[src/mdpp_defs.svh]
// offsets, field positions, reset values and timing counts of the dac pin controller
`ifndef MDPP_DEFS_SVH
`define MDPP_DEFS_SVH

`define MDPP_CODE_W 16
`define MDPP_SPAN_W 3
`define MDPP_ADDR_W 8

// register offsets of the controller
`define MDPP_ADDR_CMD 8'h00
`define MDPP_ADDR_DATA 8'h04
`define MDPP_ADDR_SPAN 8'h08
`define MDPP_ADDR_STATUS 8'h0c
`define MDPP_ADDR_RDBACK 8'h10

// command codes written to the command register
`define MDPP_OP_WR_DATA 4'h1
`define MDPP_OP_WR_SPAN 4'h2
`define MDPP_OP_COMMIT 4'h3
`define MDPP_OP_RD_DATA_IN 4'h4
`define MDPP_OP_RD_DATA_DAC 4'h5
`define MDPP_OP_RD_SPAN_IN 4'h6
`define MDPP_OP_RD_SPAN_DAC 4'h7
`define MDPP_OP_CLEAR 4'h8
`define MDPP_OP_RD_BIT 2
`define MDPP_OP_SPAN_BIT 1
`define MDPP_OP_DAC_BIT 0

// status bit positions
`define MDPP_ST_BUSY 0
`define MDPP_ST_FIXED 1
`define MDPP_ST_REFUSED 2

// reset values
`define MDPP_DATA_RST 16'h0000
`define MDPP_SPAN_RST 3'h0

// timing, nanoseconds as printed, then whole clock cycles rounded up
`define MDPP_CLK_NS 20
`define MDPP_CYC(ns) ((((ns) + `MDPP_CLK_NS - 1) / `MDPP_CLK_NS) < 1 ? 1 : \
	(((ns) + `MDPP_CLK_NS - 1) / `MDPP_CLK_NS))
`define MDPP_T_SETUP_NS 18
`define MDPP_T_PULSE_NS 30
`define MDPP_T_HOLD_NS 18
`define MDPP_T_SEL_NS 9
`define MDPP_T_PROP_NS 40
`define MDPP_T_TURN_NS 40
`define MDPP_T_CLR_NS 30
`define MDPP_SYNC_CYC 2
`define MDPP_SETUP_CYC `MDPP_CYC(`MDPP_T_SETUP_NS)
`define MDPP_PULSE_CYC `MDPP_CYC(`MDPP_T_PULSE_NS)
`define MDPP_HOLD_CYC `MDPP_CYC(`MDPP_T_HOLD_NS)
`define MDPP_SEL_CYC `MDPP_CYC(`MDPP_T_SEL_NS)
`define MDPP_PROP_CYC (`MDPP_CYC(`MDPP_T_PROP_NS) + `MDPP_SYNC_CYC)
`define MDPP_TURN_CYC `MDPP_CYC(`MDPP_T_TURN_NS)
`define MDPP_CLR_CYC `MDPP_CYC(`MDPP_T_CLR_NS)

`endif

[src/mdpp_pkg.sv]
// types of the dac pin controller
`include "mdpp_defs.svh"

package mdpp_pkg;

	typedef enum logic [3:0] {
		MDPP_IDLE,
		MDPP_W_SETUP,
		MDPP_W_LOW,
		MDPP_W_HOLD,
		MDPP_U_HIGH,
		MDPP_R_SETUP,
		MDPP_R_SEL,
		MDPP_R_WAIT,
		MDPP_R_DESEL,
		MDPP_R_TURN,
		MDPP_C_LOW
	} mdpp_state_t;

	// every pin the controller drives toward the converter
	typedef struct packed {
		logic [`MDPP_CODE_W-1:0] code_pins_o;
		logic code_pins_oe;
		logic [`MDPP_SPAN_W-1:0] range_code_pins_o;
		logic range_code_pins_oe;
		logic data_span_select;
		logic store_strobe_n;
		logic commit_pulse;
		logic read_line;
		logic async_zero_n;
	} mdpp_pins_t;

	typedef struct packed {
		mdpp_state_t st;
		logic [3:0] cnt;
		logic [3:0] op;
		logic [`MDPP_CODE_W-1:0] data;
		logic [`MDPP_SPAN_W-1:0] span;
		logic [`MDPP_CODE_W-1:0] rdback;
		logic refused;
		logic [31:0] rdata;
		mdpp_pins_t pins;
	} mdpp_host_st_t;

endpackage

[src/mdpp_host.sv]
// host controller that drives the multiplying dac parallel port pins
`timescale 1ns/100ps
`include "mdpp_defs.svh"

module mdpp_host
	import mdpp_pkg::*;
#(
	parameter int CODE_W = `MDPP_CODE_W
) (
	// clock and reset
	input wire logic core_clk_i,
	input wire logic sys_rst_i,
	// software register port
	input wire logic [`MDPP_ADDR_W-1:0] addr_i,
	input wire logic [31:0] wdata_i,
	input wire logic wr_i,
	input wire logic rd_i,
	output logic [31:0] rdata_o,
	// converter pins
	input wire logic [`MDPP_CODE_W-1:0] code_pins_i,
	input wire logic [`MDPP_SPAN_W-1:0] range_code_pins_i,
	input wire logic fixed_range_strap_i,
	output mdpp_pins_t pins_o
);

	localparam logic [`MDPP_CODE_W-1:0] CODE_MASK = `MDPP_CODE_W'((33'h1 << CODE_W) - 33'h1);

	localparam mdpp_pins_t PINS_RST = '{
		code_pins_o: '0,
		code_pins_oe: 1'b0,
		range_code_pins_o: '0,
		range_code_pins_oe: 1'b0,
		data_span_select: 1'b0,
		store_strobe_n: 1'b1,
		commit_pulse: 1'b0,
		read_line: 1'b0,
		async_zero_n: 1'b1
	};

	localparam mdpp_host_st_t ST_RST = '{
		st: MDPP_IDLE,
		cnt: 4'h0,
		op: 4'h0,
		data: `MDPP_DATA_RST,
		span: `MDPP_SPAN_RST,
		rdback: '0,
		refused: 1'b0,
		rdata: 32'h0000_0000,
		pins: PINS_RST
	};

	function automatic logic [3:0] ld(input int cyc);
		return 4'(cyc - 1);
	endfunction

	mdpp_host_st_t q_r;
	mdpp_host_st_t q_nxt;
	logic [`MDPP_CODE_W-1:0] code_s;
	logic [`MDPP_SPAN_W-1:0] span_s;
	logic strap_s;
	logic cmd_wr;
	logic [3:0] cmd;
	logic span_op;
	logic done;

	mdpp_sync #(.W(`MDPP_CODE_W)) u_sync_code (
		.core_clk_i(core_clk_i),
		.sys_rst_i(sys_rst_i),
		.pin_i(code_pins_i),
		.sync_o(code_s)
	);

	mdpp_sync #(.W(`MDPP_SPAN_W)) u_sync_span (
		.core_clk_i(core_clk_i),
		.sys_rst_i(sys_rst_i),
		.pin_i(range_code_pins_i),
		.sync_o(span_s)
	);

	mdpp_sync #(.W(1)) u_sync_strap (
		.core_clk_i(core_clk_i),
		.sys_rst_i(sys_rst_i),
		.pin_i(fixed_range_strap_i),
		.sync_o(strap_s)
	);

	assign cmd_wr = wr_i && (addr_i == `MDPP_ADDR_CMD);
	assign cmd = wdata_i[3:0];
	assign span_op = (cmd == `MDPP_OP_WR_SPAN) || (cmd == `MDPP_OP_RD_SPAN_IN) ||
		(cmd == `MDPP_OP_RD_SPAN_DAC);
	assign done = (q_r.cnt == 4'h0);

	always_comb begin
		q_nxt = q_r;
		q_nxt.rdata = 32'h0000_0000;
		q_nxt.cnt = done ? 4'h0 : q_r.cnt - 4'h1;
		// a fixed-range part never sees span select or span drive
		q_nxt.pins.data_span_select = q_r.pins.data_span_select & ~strap_s;
		q_nxt.pins.range_code_pins_oe = q_r.pins.range_code_pins_oe & ~strap_s;

		// register writes
		if (wr_i && addr_i == `MDPP_ADDR_DATA) begin
			q_nxt.data = wdata_i[`MDPP_CODE_W-1:0] & CODE_MASK;
		end else if (wr_i && addr_i == `MDPP_ADDR_SPAN) begin
			q_nxt.span = wdata_i[`MDPP_SPAN_W-1:0];
		end else if (wr_i && addr_i == `MDPP_ADDR_STATUS && wdata_i[`MDPP_ST_REFUSED]) begin
			q_nxt.refused = 1'b0;
		end

		// register reads, answered next cycle
		if (rd_i && addr_i == `MDPP_ADDR_DATA) begin
			q_nxt.rdata = 32'(q_r.data);
		end else if (rd_i && addr_i == `MDPP_ADDR_SPAN) begin
			q_nxt.rdata = 32'(q_r.span);
		end else if (rd_i && addr_i == `MDPP_ADDR_STATUS) begin
			q_nxt.rdata[`MDPP_ST_BUSY] = (q_r.st != MDPP_IDLE);
			q_nxt.rdata[`MDPP_ST_FIXED] = strap_s;
			q_nxt.rdata[`MDPP_ST_REFUSED] = q_r.refused;
		end else if (rd_i && addr_i == `MDPP_ADDR_RDBACK) begin
			q_nxt.rdata = 32'(q_r.rdback);
		end

		case (q_r.st)
			MDPP_IDLE: begin
				if (cmd_wr) begin
					q_nxt.op = cmd;
					if (span_op && strap_s) begin
						// span access does not exist on a fixed-range part
						q_nxt.refused = 1'b1;
					end else if (cmd == `MDPP_OP_WR_DATA || cmd == `MDPP_OP_WR_SPAN) begin
						q_nxt.pins.data_span_select = (cmd == `MDPP_OP_WR_SPAN);
						q_nxt.pins.code_pins_o = q_r.data;
						q_nxt.pins.code_pins_oe = (cmd == `MDPP_OP_WR_DATA);
						q_nxt.pins.range_code_pins_o = q_r.span;
						q_nxt.pins.range_code_pins_oe = (cmd == `MDPP_OP_WR_SPAN);
						q_nxt.cnt = ld(`MDPP_SETUP_CYC);
						q_nxt.st = MDPP_W_SETUP;
					end else if (cmd == `MDPP_OP_COMMIT) begin
						// one commit carries data and span, select is left alone
						q_nxt.pins.commit_pulse = 1'b1;
						q_nxt.cnt = ld(`MDPP_PULSE_CYC);
						q_nxt.st = MDPP_U_HIGH;
					end else if (cmd[`MDPP_OP_RD_BIT] && cmd[3] == 1'b0) begin
						q_nxt.pins.data_span_select = cmd[`MDPP_OP_SPAN_BIT];
						q_nxt.cnt = ld(`MDPP_SETUP_CYC);
						q_nxt.st = MDPP_R_SETUP;
					end else if (cmd == `MDPP_OP_CLEAR) begin
						q_nxt.pins.async_zero_n = 1'b0;
						q_nxt.cnt = ld(`MDPP_CLR_CYC);
						q_nxt.st = MDPP_C_LOW;
					end else begin
						q_nxt.refused = 1'b1;
					end
				end
			end
			MDPP_W_SETUP: begin
				if (done) begin
					q_nxt.pins.store_strobe_n = 1'b0;
					q_nxt.cnt = ld(`MDPP_PULSE_CYC);
					q_nxt.st = MDPP_W_LOW;
				end
			end
			MDPP_W_LOW: begin
				if (done) begin
					q_nxt.pins.store_strobe_n = 1'b1;
					q_nxt.cnt = ld(`MDPP_HOLD_CYC);
					q_nxt.st = MDPP_W_HOLD;
				end
			end
			MDPP_W_HOLD: begin
				if (done) begin
					q_nxt.pins.code_pins_oe = 1'b0;
					q_nxt.pins.range_code_pins_oe = 1'b0;
					q_nxt.pins.data_span_select = 1'b0;
					q_nxt.st = MDPP_IDLE;
				end
			end
			MDPP_U_HIGH: begin
				if (done) begin
					q_nxt.pins.commit_pulse = 1'b0;
					q_nxt.st = MDPP_IDLE;
				end
			end
			MDPP_R_SETUP: begin
				if (done) begin
					// bus is already released before read rises
					q_nxt.pins.read_line = 1'b1;
					q_nxt.cnt = ld(`MDPP_SEL_CYC);
					q_nxt.st = MDPP_R_SEL;
				end
			end
			MDPP_R_SEL: begin
				if (done) begin
					q_nxt.pins.commit_pulse = q_r.op[`MDPP_OP_DAC_BIT];
					q_nxt.cnt = ld(`MDPP_PROP_CYC);
					q_nxt.st = MDPP_R_WAIT;
				end
			end
			MDPP_R_WAIT: begin
				if (done) begin
					q_nxt.rdback = q_r.op[`MDPP_OP_SPAN_BIT] ?
						`MDPP_CODE_W'(span_s) : (code_s & CODE_MASK);
					q_nxt.pins.commit_pulse = 1'b0;
					q_nxt.cnt = ld(`MDPP_SEL_CYC);
					q_nxt.st = MDPP_R_DESEL;
				end
			end
			MDPP_R_DESEL: begin
				if (done) begin
					q_nxt.pins.read_line = 1'b0;
					q_nxt.cnt = ld(`MDPP_TURN_CYC);
					q_nxt.st = MDPP_R_TURN;
				end
			end
			MDPP_R_TURN: begin
				// no drive and no new command until the device lets go
				if (done) begin
					q_nxt.pins.data_span_select = 1'b0;
					q_nxt.st = MDPP_IDLE;
				end
			end
			MDPP_C_LOW: begin
				if (done) begin
					q_nxt.pins.async_zero_n = 1'b1;
					q_nxt.st = MDPP_IDLE;
				end
			end
			default: begin
				q_nxt.st = MDPP_IDLE;
			end
		endcase

		// commands arriving while busy are dropped, flagged sticky
		if (cmd_wr && q_r.st != MDPP_IDLE) begin
			q_nxt.refused = 1'b1;
		end
	end

	always_ff @(posedge core_clk_i) begin
		if (sys_rst_i) begin
			q_r <= ST_RST;
		end else begin
			q_r <= q_nxt;
		end
	end

	assign rdata_o = q_r.rdata;
	assign pins_o = q_r.pins;

	chk_bus_off_read: assert property (@(posedge core_clk_i) disable iff (sys_rst_i)
		pins_o.read_line |-> !pins_o.code_pins_oe && !pins_o.range_code_pins_oe)
		else $error("bus driven while read line high");

	chk_turn_wait: assert property (@(posedge core_clk_i) disable iff (sys_rst_i)
		$fell(pins_o.read_line) |-> (!pins_o.code_pins_oe && !pins_o.range_code_pins_oe)[*2])
		else $error("bus driven too soon after read fell");

	chk_fixed_select: assert property (@(posedge core_clk_i) disable iff (sys_rst_i)
		$past(strap_s) |-> !pins_o.data_span_select && !pins_o.range_code_pins_oe)
		else $error("span selected on fixed-range part");

	chk_store_width: assert property (@(posedge core_clk_i) disable iff (sys_rst_i)
		$fell(pins_o.store_strobe_n) |-> !pins_o.store_strobe_n[*2] ##1 pins_o.store_strobe_n)
		else $error("store strobe pulse not two cycles");

	chk_store_setup: assert property (@(posedge core_clk_i) disable iff (sys_rst_i)
		$fell(pins_o.store_strobe_n) |-> $past(pins_o.code_pins_oe ^ pins_o.range_code_pins_oe)
		&& $stable(pins_o.data_span_select) && $stable(pins_o.code_pins_o))
		else $error("store strobe without set-up of one pin group");

	chk_store_no_read: assert property (@(posedge core_clk_i) disable iff (sys_rst_i)
		pins_o.read_line |-> pins_o.store_strobe_n)
		else $error("store strobe during read");

	chk_commit_width: assert property (@(posedge core_clk_i) disable iff (sys_rst_i)
		$rose(pins_o.commit_pulse) && !pins_o.read_line |->
		(pins_o.commit_pulse && !pins_o.read_line)[*2] ##1 !pins_o.commit_pulse)
		else $error("commit pulse not two cycles");

	chk_read_source: assert property (@(posedge core_clk_i) disable iff (sys_rst_i)
		$rose(pins_o.commit_pulse) && pins_o.read_line |->
		(pins_o.read_line && pins_o.commit_pulse)[*4] ##1 (pins_o.read_line && !pins_o.commit_pulse))
		else $error("dac source select not framed by read");

	chk_clear_width: assert property (@(posedge core_clk_i) disable iff (sys_rst_i)
		$fell(pins_o.async_zero_n) |-> !pins_o.async_zero_n[*2] ##1 pins_o.async_zero_n)
		else $error("clear pulse not two cycles");

	chk_read_answer: assert property (@(posedge core_clk_i) disable iff (sys_rst_i)
		rd_i && addr_i == `MDPP_ADDR_RDBACK |=> rdata_o == 32'($past(q_r.rdback)))
		else $error("readback register answer wrong");

endmodule

[src/mdpp_sync.sv]
// two-stage synchroniser for pins read from the converter
`timescale 1ns/100ps

module mdpp_sync
	import mdpp_pkg::*;
#(
	parameter int W = 1
) (
	// clock and reset
	input wire logic core_clk_i,
	input wire logic sys_rst_i,
	// pins in, synchronised out
	input wire logic [W-1:0] pin_i,
	output logic [W-1:0] sync_o
);

	typedef struct packed {
		logic [W-1:0] s1;
		logic [W-1:0] s2;
	} mdpp_sync_st_t;

	mdpp_sync_st_t q_r;
	mdpp_sync_st_t q_nxt;

	always_comb begin
		q_nxt.s1 = pin_i;
		q_nxt.s2 = q_r.s1;
	end

	always_ff @(posedge core_clk_i) begin
		if (sys_rst_i) begin
			q_r <= '0;
		end else begin
			q_r <= q_nxt;
		end
	end

	assign sync_o = q_r.s2;

endmodule

[config.mk]
export PLATFORM = sky130hd
export DESIGN_NAME = mdpp_host
export DESIGN_NICKNAME = d
export VERILOG_FILES = /design/src/mdpp_pkg.sv /design/src/mdpp_host.sv /design/src/mdpp_sync.sv
export VERILOG_INCLUDE_DIRS = /design/src /design/src/src
export SDC_FILE = /design/constraint.sdc
export NUM_CORES = 1
export LEC_CHECK = 0
export ABC_AREA = 1
export BUFFER_PORTS_ARGS = -buffer_cell sky130_fd_sc_hd__buf_2
export CELL_PAD_IN_SITES_DETAIL_PLACEMENT = 1
export CELL_PAD_IN_SITES_GLOBAL_PLACEMENT = 1
export CORE_MARGIN = 2
export CORE_UTILIZATION = 33
export CTS_CLUSTER_DIAMETER = 100
export DETAILED_ROUTE_END_ITERATION = 8
export PLACE_DENSITY = 0.65
export SYNTH_ARGS = -nofsm -noshare
export SYNTH_HDL_FRONTEND = slang
export SYNTH_SLANG_ARGS = --single-unit
[constraint.sdc]
create_clock -name core_clk_i -period 1.8 [get_ports core_clk_i]
set_input_delay 0.27 -clock core_clk_i [delete_from_list [all_inputs] [get_ports core_clk_i]]
set_output_delay 0.27 -clock core_clk_i [all_outputs]
set_load 0.05 [all_outputs]
# ---- Word-level counts from Yosys, hierarchy flattened
# Cells that the tools add are included.
dict set report word_totals {
  word_cells 168
  out_inout_bits 58
  in_bits 64
  reg_bits 146
}
dict set report classes {
  n_mux 61
  n_reduce_logical 37
  n_eq_ne 39
  bitwise_logic 6
  addsub 1
}
# op n
set ops {}
lappend ops {{two-way mux 8 bit} 11}
lappend ops {{two-way mux 16 bit} 4}
lappend ops {{!= test 2 bit, second input constant} 16}
lappend ops {{case mux 4 bit (8 select lines)} 1}
lappend ops {{two-way mux 1 bit} 28}
lappend ops {{case mux 4 bit (7 select lines)} 1}
lappend ops {{equality test 4 x 3 -> 1 bit, second input constant} 6}
lappend ops {{equality test 4 x 2 -> 1 bit, second input constant} 4}
lappend ops {{equality test 4 bit, second input constant} 4}
lappend ops {{equality test 8 x 4 -> 1 bit, second input constant} 2}
lappend ops {{two-way mux 13 bit} 1}
lappend ops {{logical AND 1 bit} 12}
lappend ops {{two-way mux 12 bit} 1}
lappend ops {{two-way mux 6 bit} 2}
lappend ops {{case mux 1 bit (2 select lines)} 5}
lappend ops {{AND reduction 10 bit} 1}
lappend ops {{equality test 4 x 1 -> 1 bit, second input constant} 2}
lappend ops {{equality test 8 x 3 -> 1 bit, second input constant} 1}
lappend ops {{equality test 8 x 5 -> 1 bit, second input constant} 1}
lappend ops {{zero test 4 bit} 2}
lappend ops {{zero test 8 bit} 1}
lappend ops {{two-way mux 4 bit} 2}
lappend ops {{AND reduction 8 bit} 1}
lappend ops {{nonzero test 2 bit} 4}
lappend ops {{other kinds (19)} 31}

# ---- Depth between registers and ports, before layout
# Gate-level depths: netlist of run 1.
dict set report logic_depth {
  ltp_word 14
  ltp_mapped 10
  depth_no_buf 10
}

# ---- Hierarchy
# From an unflattened synthesis of run 1, not the netlist that was laid out.
dict set report unflattened {
  cells_unflattened 744
  area_unflattened_um2 5636.7
}
# module area_each_um2 cells_per_inst seq_area_each_um2 instances
set by_module_without_submodules {}
lappend by_module_without_submodules {mdpp_host 4501.8 621 1761.7 1}
lappend by_module_without_submodules {{mdpp_sync (u_sync_code)} 914.6 99 640.6 1}
lappend by_module_without_submodules {{mdpp_sync (u_sync_span)} 165.2 18 120.1 1}
lappend by_module_without_submodules {{mdpp_sync (u_sync_strap)} 55.1 6 40.0 1}

# ---- Worst setup path after synthesis of run 1
# No wires, ideal clock.
dict set report synth_path {
  path_kind {reg-to-reg}
  start {reg q_r[98] (netlist bit)}
  end {reg q_r[68] (netlist bit)}
  setup_ns 0.145
  slack_ns 0.221
  synth_period_minus_slack_ns 1.579
  path_stages_with_launch 9
  n_path_buf 1
  t_arrival_ns 1.434
  required_ns 1.655
  path_cell_list {dfxtp_1 -> inv_1 -> ha_1 -> nand3_1 -> nor3_4 -> inv_4 -> buf_6 -> a21oi_1 -> a211oi_2}
}
dict set report synth_between {
  elab_chain_len 2
}
# item line_no
set synth_lines {}
lappend synth_lines {{from (decl)} mdpp_host.sv:56} ;# mdpp_host_st_t q_r;
lappend synth_lines {{from (signal assigned)} mdpp_host.sv:243} ;# q_r <= q_nxt;
lappend synth_lines {{zero test 4 bit} mdpp_host.sv:91} ;# assign done = (q_r.cnt == 4'h0);
lappend synth_lines {{AND reduction 2 bit (no line)} -}
# No other way between the ends.
# A chain may end at the register's enable or synchronous reset.

# ---- Worst setup path after layout of run 1
dict set report layout_path {
  start {reg q_r[98] (netlist bit)}
  end {reg q_r[103] (netlist bit)}
}
dict set report layout_between {
  elab_chain_len 3
  elab_cells_between_ends 9
  classes_between {eq/ne: 7; reduce/logical: 2}
}
# item line_no
set layout_lines {}
lappend layout_lines {{zero test 4 bit (*)} mdpp_host.sv:91}
lappend layout_lines {{!= test 2 bit (no line) / != test 2 x 1 -> 1 bit (equally long branches)} -}
lappend layout_lines {{AND reduction 10 bit (no line) (*)} -}
# Every way passes the cells marked *; elsewhere a longest branch is shown, timed or not.

==> results.py, run 1 <==
metrics = {
    "run_status": {
        "status": "completed",
    },
    "synth": {
        "syn_area_um2": 5620,
        "synth_warnings": 0,
        "yosys.area.top_type_share": 0.456,
        "synth-seq-cells": 128,
        "yosysTopAreaCell": "dfxtp_1",
        "synth_cells": 720,
        "yosys-top-cells-area": "dfxtp_1 46%, nor2_1 8.4%, buf_4 7.9%, inv_1 7.7%, a211oi_2 5.3%",
        "synth_seq_area_share": 0.456,
        "syn_avg_cell_area_um2": 7.80,
        "yosysUniqueCellTypes": 35,
    },
    "clock_network": {
        "cts-root-buf": "clkbuf_16",
        "cts_sinks": 128,
        "clkTransAtPathRegs_ns": 0.06,
        "clk_latency_ns": 0.42,
        "cts_tree": "done",
        "cts_buffers": 17,
        "post_cts_resized": 0,
        "h-tree-depth": 4,
        "postCtsSetupBuffers": 0,
        "hold_buffers": 0,
        "clk_path_buf_depth": 2,
    },
    "place": {
        "placed_area_um2": 5950,
        "dp_hpwl_mm": 9.91,
        "io_buffers": 89,
        "pre_cts_slack_ns": 0.0379,
        "gp_congestion": 0.824,
        "dp_cells": 973,
    },
    "global_route": {
        "met3_usage": 0.0417,
        "overflow": 0,
        "grt_pass1_vias": 4508,
        "antenna_found_initial": 0,
        "grt_pass1_wl_mm": 22.7,
        "grt_max_degree": 94,
        "track_usage": 0.160,
        "grt_use_met2": 0.242,
        "gr-usage-met1": 0.214,
        "busiest_layer": "met2",
    },
    "drt": {
        "vias": 4489,
        "drt_pre_antenna_iters": 4,
        "routed_wl_mm": 13.7,
        "drtIter0Drc": 188,
        "detail_route.wl_per_cell_um": 13.6,
        "ant_nets": 0,
        "drc_errors": 0,
        "avgViaCountPerCell": 4.47,
    },
    "sta": {
        "slew_viol_final": 0,
        "rsz0062_at_grt": "no",
        "post-route-period-util": 0.922,
        "fin_worst_skew_ns": 0.00652,
        "hold_violations": 0,
        "setup_slack_ns": 0.141,
        "fmax_mhz": 603,
        "worst-slew-pin-transition_ns": 0.626,
        "setup-tns-final_ns": 0,
        "min_period_ns": 1.66,
        "slew_headroom": 0.582,
        "setup_viol": 0,
    },
    "finish": {
        "nets": 838,
        "finalNonFillerCells": 1005,
        "seq_area_um2": 2560,
        "final_cell_mix": "128 x dfxtp_1, 125 x nor2_1, 115 x inv_1",
        "multi_input_area_um2": 2090,
        "n_antenna_cell": 0,
        "syn_to_final_growth_pct": 16.2,
        "fillers": 2045,
        "final_area_um2": 6530,
        "final_common_cell": "dfxtp_1",
        "layout-drive-gt1-share": 0.217,
    },
    "critical_path": {
        "cp-endpoint": "q_r[103]",
        "r2r_end": "q_r[103]",
        "crit_buf_inv": 2,
        "reg2reg_from": "q_r[98]",
        "reg2regPathDepth": 8,
        "end_kind": "flip-flop",
        "cp.required_ns": 2.09,
        "setup.worst_path.start_class": "flip-flop",
        "arrival_ns": 1.95,
        "worstPathMaxFanout": 14,
        "crit_cells": 8,
        "r2r_slack_ns": 0.14,
        "worstPathCellList": "inv_1 -> ha_1 -> nand3_1 -> buf_4 -> nor2_1 -> o21a_1 -> nor3_1 -> a21oi_1",
        "cp_top_family": "simple AND/OR/NAND/NOR gates",
        "slowest_delay_ns": 0.36,
        "setup.worst_path.start": "q_r[98]",
        "slowest_stage": "dfxtp_1",
        "path_class": "flip-flop to flip-flop",
    },
    "power": {
        "p_leak_uw": 0.00291,
        "p_sw_frac": 0.254,
        "p_sw_uw": 1770,
        "peakVddDrop_mv": 0.722,
        "pwr-share-clk": 0.483,
        "comb_power_share": 0.092,
        "p_total_uw": 6940,
        "p_int_uw": 5180,
        "p_seq_frac": 0.424,
        "p_per_area_nw_per_um2": 1060,
    },
    "hold_path": {
        "holdCritPathClass": "input pin to flip-flop",
    },
    "job": {
        "maxCapViolCount": 0,
    },
    "floorplanning": {
        "die_y_um": 134,
        "start_util": 0.339,
        "chipWidth_um": 134,
        "fp-row-count": 47,
        "io_pins": 122,
        "core_um2": 16600,
        "die_area_um2": 18100,
    },
}
## routing by layer
layer / vias to the layer above / wire length (um)
met5: - / 0
met2: 103 / 5960
li1: 2322 / -
met4: 0 / 289
met1: 2044 / 6760
met3: 20 / 704
## worst min-delay path by stage
stage | start | endpoint | slack (ns) | depth (start not counted)
after floorplan | code_pins_i[0] | u_sync_code.q_nxt[0] | 0.38 | 2
after global placement | u_sync_strap.q_nxt[0] | u_sync_strap.sync_o | 0.39 | 2
after detailed placement | u_sync_span.q_nxt[2] | u_sync_span.sync_o[2] | 0.40 | 2
after CTS | code_pins_i[4] | u_sync_code.q_nxt[4] | 0.03 | 3
after global routing | code_pins_i[4] | u_sync_code.q_nxt[4] | 0.04 | 3
final | code_pins_i[4] | u_sync_code.q_nxt[4] | 0.05 | 3
## Yosys cell counts, drive strengths merged
| cell type | count |
|---|---|
| a21oi | 52 |
| a22oi | 1 |
| nand2 | 72 |
| nor3 | 5 |
| o2111ai | 2 |
| clkinv | 1 |
| buf | 65 |
| o22ai | 13 |
| clkbuf | 18 |
| ha | 2 |
| nand3 | 30 |
| nand4 | 1 |
| dfxtp | 128 |
| inv | 118 |
| a31oi | 4 |
| a211oi | 30 |
| o211ai | 2 |
| o21ai | 42 |
| conb | 1 |
| nor2 | 131 |
| o21a | 2 |
## metrics by stage
step | util | hold WS, ns
final | 0.394 | 0.0494
after global routing | 0.394 | 0.0391
after CTS | 0.394 | 0.0347
after detailed placement | 0.359 | 0.397
after global placement | 0.359 | 0.392
after floorplan | - | 0.377
## power by group through the flow
| stage | registers [uW] | clock network (uW) | logic, uW |
|---|---|---|---|
| after floorplan | 3000 | 0 | 468 |
| after global placement | 3000 | 0 | 626 |
| after detailed placement | 3010 | 0 | 643 |
| after CTS | 2950 | 3450 | 649 |
| after global routing | 2950 | 3600 | 713 |
| final | 2950 | 3360 | 641 |
## final cells by class
type | instances | area share
clock inverters | 12 | 0.0203
inverters | 119 | 0.0688
clock buffers | 20 | 0.0684
multi-input cells | 405 | 0.320
repair buffers | 101 | 0.0882
flip-flops and latches | 128 | 0.393
well taps | 220 | 0.0422
## registers in the layout (all words and copies together) (netlist names), 3 cells and up
register,cells
u_sync_code.sync_o,16
rdata_o,16
q_r,46
pins_o,26
u_sync_span.sync_o,3
u_sync_code.q_nxt,16
u_sync_span.q_nxt,3
## kinds of logic (layout without fill, tap and decap cells)
logic type | after synthesis | count (layout) | synth area share
simple gates | 239 | 239 | 0.182
buf+inv | 202 | 252 | 0.182
compound gates | 148 | 148 | 0.174
flops | 128 | 128 | 0.456
fa+ha+maj | 2 | 2 | 0.00445
other cells | 1 | 16 | 0.000668
## worst min-delay path, stage by stage
cell    delay (ns)
buf_2         0.07
inv_1         0.03
nor2_1        0.07
(Power assumes the default switching activity.)
==> run 2, diff against run 1 <==
--- a/config.mk
+++ b/config.mk
@@ -15,6 +15,7 @@
 export CTS_CLUSTER_DIAMETER = 100
 export DETAILED_ROUTE_END_ITERATION = 8
 export PLACE_DENSITY = 0.65
+export RECOVER_POWER = 100
 export SYNTH_ARGS = -nofsm -noshare
 export SYNTH_HDL_FRONTEND = slang
 export SYNTH_SLANG_ARGS = --single-unit
==> run 2 against run 1 <==
  * Sequential power barely moved
  * Combinational power fell by 0.6%
  * Register-to-register slack barely moved
  * Sequential share of layout area rose by 0.67 points
  * Clock power barely moved
  * Maximum frequency barely moved
  * First-iteration DRC count fell by 6.9%
  * Critical path depth did not move
  * Hold slack barely moved
  * Utilization fell by 0.66 points
  * Power barely moved
  * Global-route usage did not move
  * Critical endpoint unchanged
  * Largest power group unchanged
==> results.py, run 2 (synthesis gave the netlist of run 1 again) <==
metrics = {
    "run_status": {
        "status": "completed",
    },
    "sta": {
        "slew_viol_final": 0,
        "slew_headroom": 0.568,
        "fmax_mhz": 603,
        "setup_viol": 0,
        "fin_worst_skew_ns": 0.00824,
        "worst-slew-pin-transition_ns": 0.651,
        "holdWs_ns": 0.0496,
        "min_period_ns": 1.66,
        "hold_violations": 0,
        "post-route-period-util": 0.922,
        "setup-tns-final_ns": 0,
        "rsz0062_at_grt": "no",
    },
    "hold_path": {
        "holdCritPathClass": "input pin to flip-flop",
        "whs_path_depth": 3,
        "hold_end": "u_sync_code.q_nxt[4]",
        "hold_start": "code_pins_i[4]",
    },
    "finish": {
        "nets": 838,
        "syn_to_final_growth_pct": 14.3,
        "n_antenna_cell": 0,
        "layout-drive-gt1-share": 0.146,
        "fillers": 2062,
        "multi_input_area_um2": 2040,
        "largest-register": "q_r",
        "final_common_cell": "dfxtp_1",
        "seq_area_um2": 2560,
        "largest_reg_flops": 46,
        "final_cell_mix": "128 x dfxtp_1, 127 x nor2_1, 115 x inv_1",
    },
    "floorplanning": {
        "die_area_um2": 18100,
        "die_y_um": 134,
        "chipWidth_um": 134,
        "start_util": 0.339,
        "io_pins": 122,
        "fp-row-count": 47,
        "core_um2": 16600,
    },
    "place": {
        "gp_congestion": 0.824,
        "dp_hpwl_mm": 9.91,
        "io_buffers": 89,
    },
    "critical_path": {
        "r2r_slack_ns": 0.14,
        "cp.required_ns": 2.09,
        "worstPathMaxFanout": 14,
        "reg2regPathDepth": 8,
        "setup.worst_path.start_class": "flip-flop",
        "end_kind": "flip-flop",
        "r2r_end": "q_r[103]",
        "path_class": "flip-flop to flip-flop",
        "arrival_ns": 1.95,
        "reg2reg_from": "q_r[98]",
    },
    "drt": {
        "drt_pre_antenna_iters": 4,
        "routed_wl_mm": 13.7,
        "drtIter0Drc": 175,
        "vias": 4450,
        "drc_errors": 0,
        "avgViaCountPerCell": 4.43,
        "detail_route.wl_per_cell_um": 13.7,
        "ant_nets": 0,
    },
    "global_route": {
        "grt_max_degree": 94,
        "overflow": 0,
        "grt_pass1_wl_mm": 22.7,
        "track_usage": 0.160,
        "antenna_found_initial": 0,
        "grt_pass1_vias": 4508,
    },
    "power": {
        "p_seq_frac": 0.424,
        "comb_power_share": 0.092,
        "p_int_uw": 5180,
        "pwr-share-clk": 0.484,
        "p_sw_uw": 1770,
        "p_sw_frac": 0.255,
        "p_leak_uw": 0.00270,
        "peakVddDrop_mv": 0.724,
        "p_per_area_nw_per_um2": 1080,
    },
    "clock_network": {
        "cts_sinks": 128,
        "clkTransAtPathRegs_ns": 0.06,
        "clk_path_buf_depth": 2,
        "cts_buffers": 17,
        "h-tree-depth": 4,
        "clk_latency_ns": 0.42,
        "cts-root-buf": "clkbuf_16",
        "post_cts_resized": 0,
        "hold_buffers": 0,
        "cts_tree": "done",
        "postCtsSetupBuffers": 0,
    },
    "job": {
        "maxCapViolCount": 0,
    },
}
## run 2: cell types whose count changed in the layout (fill, tap and decap cells not counted), sizes merged
cell / previous run / this run
buf: 101 / 54
clkbuf: 20 / 67
## run 2: final cells by class
type,instances,area share
tap,220,0.0429
clock inverter,12,0.0207
sequential,128,0.399
inverter,119,0.0700
multi-input combinational,405,0.318
clock buffer,20,0.0696
timing repair buffer,101,0.0792
## run 2: how the worst max path moves through the flow
| stage | startpoint | endpoint | slack [ns] | cells past startpoint |
|---|---|---|---|---|
| after floorplan | q_r[98] | q_r[68] | 0.22 | 8 |
| after global placement | addr_i[4] | pins_o[23] | 0.12 | 9 |
| after detailed placement | addr_i[7] | pins_o[20] | 0.04 | 9 |
| after CTS | q_r[98] | q_r[103] | 0.14 | 8 |
| after global routing | q_r[104] | pins_o[17] | 0.02 | 8 |
| final | q_r[98] | q_r[103] | 0.14 | 8 |
## run 2: routing by layer
metal,GRT usage,wire length [um],vias up
li1,-,-,2320
met1,0.214,6810,2011
met2,0.242,5940,100
met3,0.0417,705,19
met4,0.0713,291,0
met5,0,0,-
## run 2: power by group through the flow
stage / combinational [uW] / clock (uW) / sequential [uW]
after floorplan: 468 / 0 / 3000
after global placement: 626 / 0 / 3000
after detailed placement: 643 / 0 / 3010
after CTS: 649 / 3450 / 2950
after global routing: 709 / 3600 / 2950
final: 637 / 3360 / 2950
## run 2: per-stage QoR
step	cell area, um2	utilization	worst slack, ns	cells	power, uW
after floorplan	5670	-	0.221	735	3460
after global placement	5950	0.359	0.122	973	3630
after detailed placement	5950	0.359	0.0379	973	3650
after CTS	6530	0.394	0.139	1005	7050
after global routing	6420	0.387	0.0210	1005	7270
final	6420	0.387	0.141	1005	6940
## run 2: worst max-delay path: stages (launching register included)
cell and delay, ns:
dfxtp_1 0.36, inv_1 0.09, ha_1 0.19, nand3_1 0.16, buf_4 0.24, nor2_1 0.06
o21a_1 0.13, nor3_1 0.20, a21oi_1 0.09
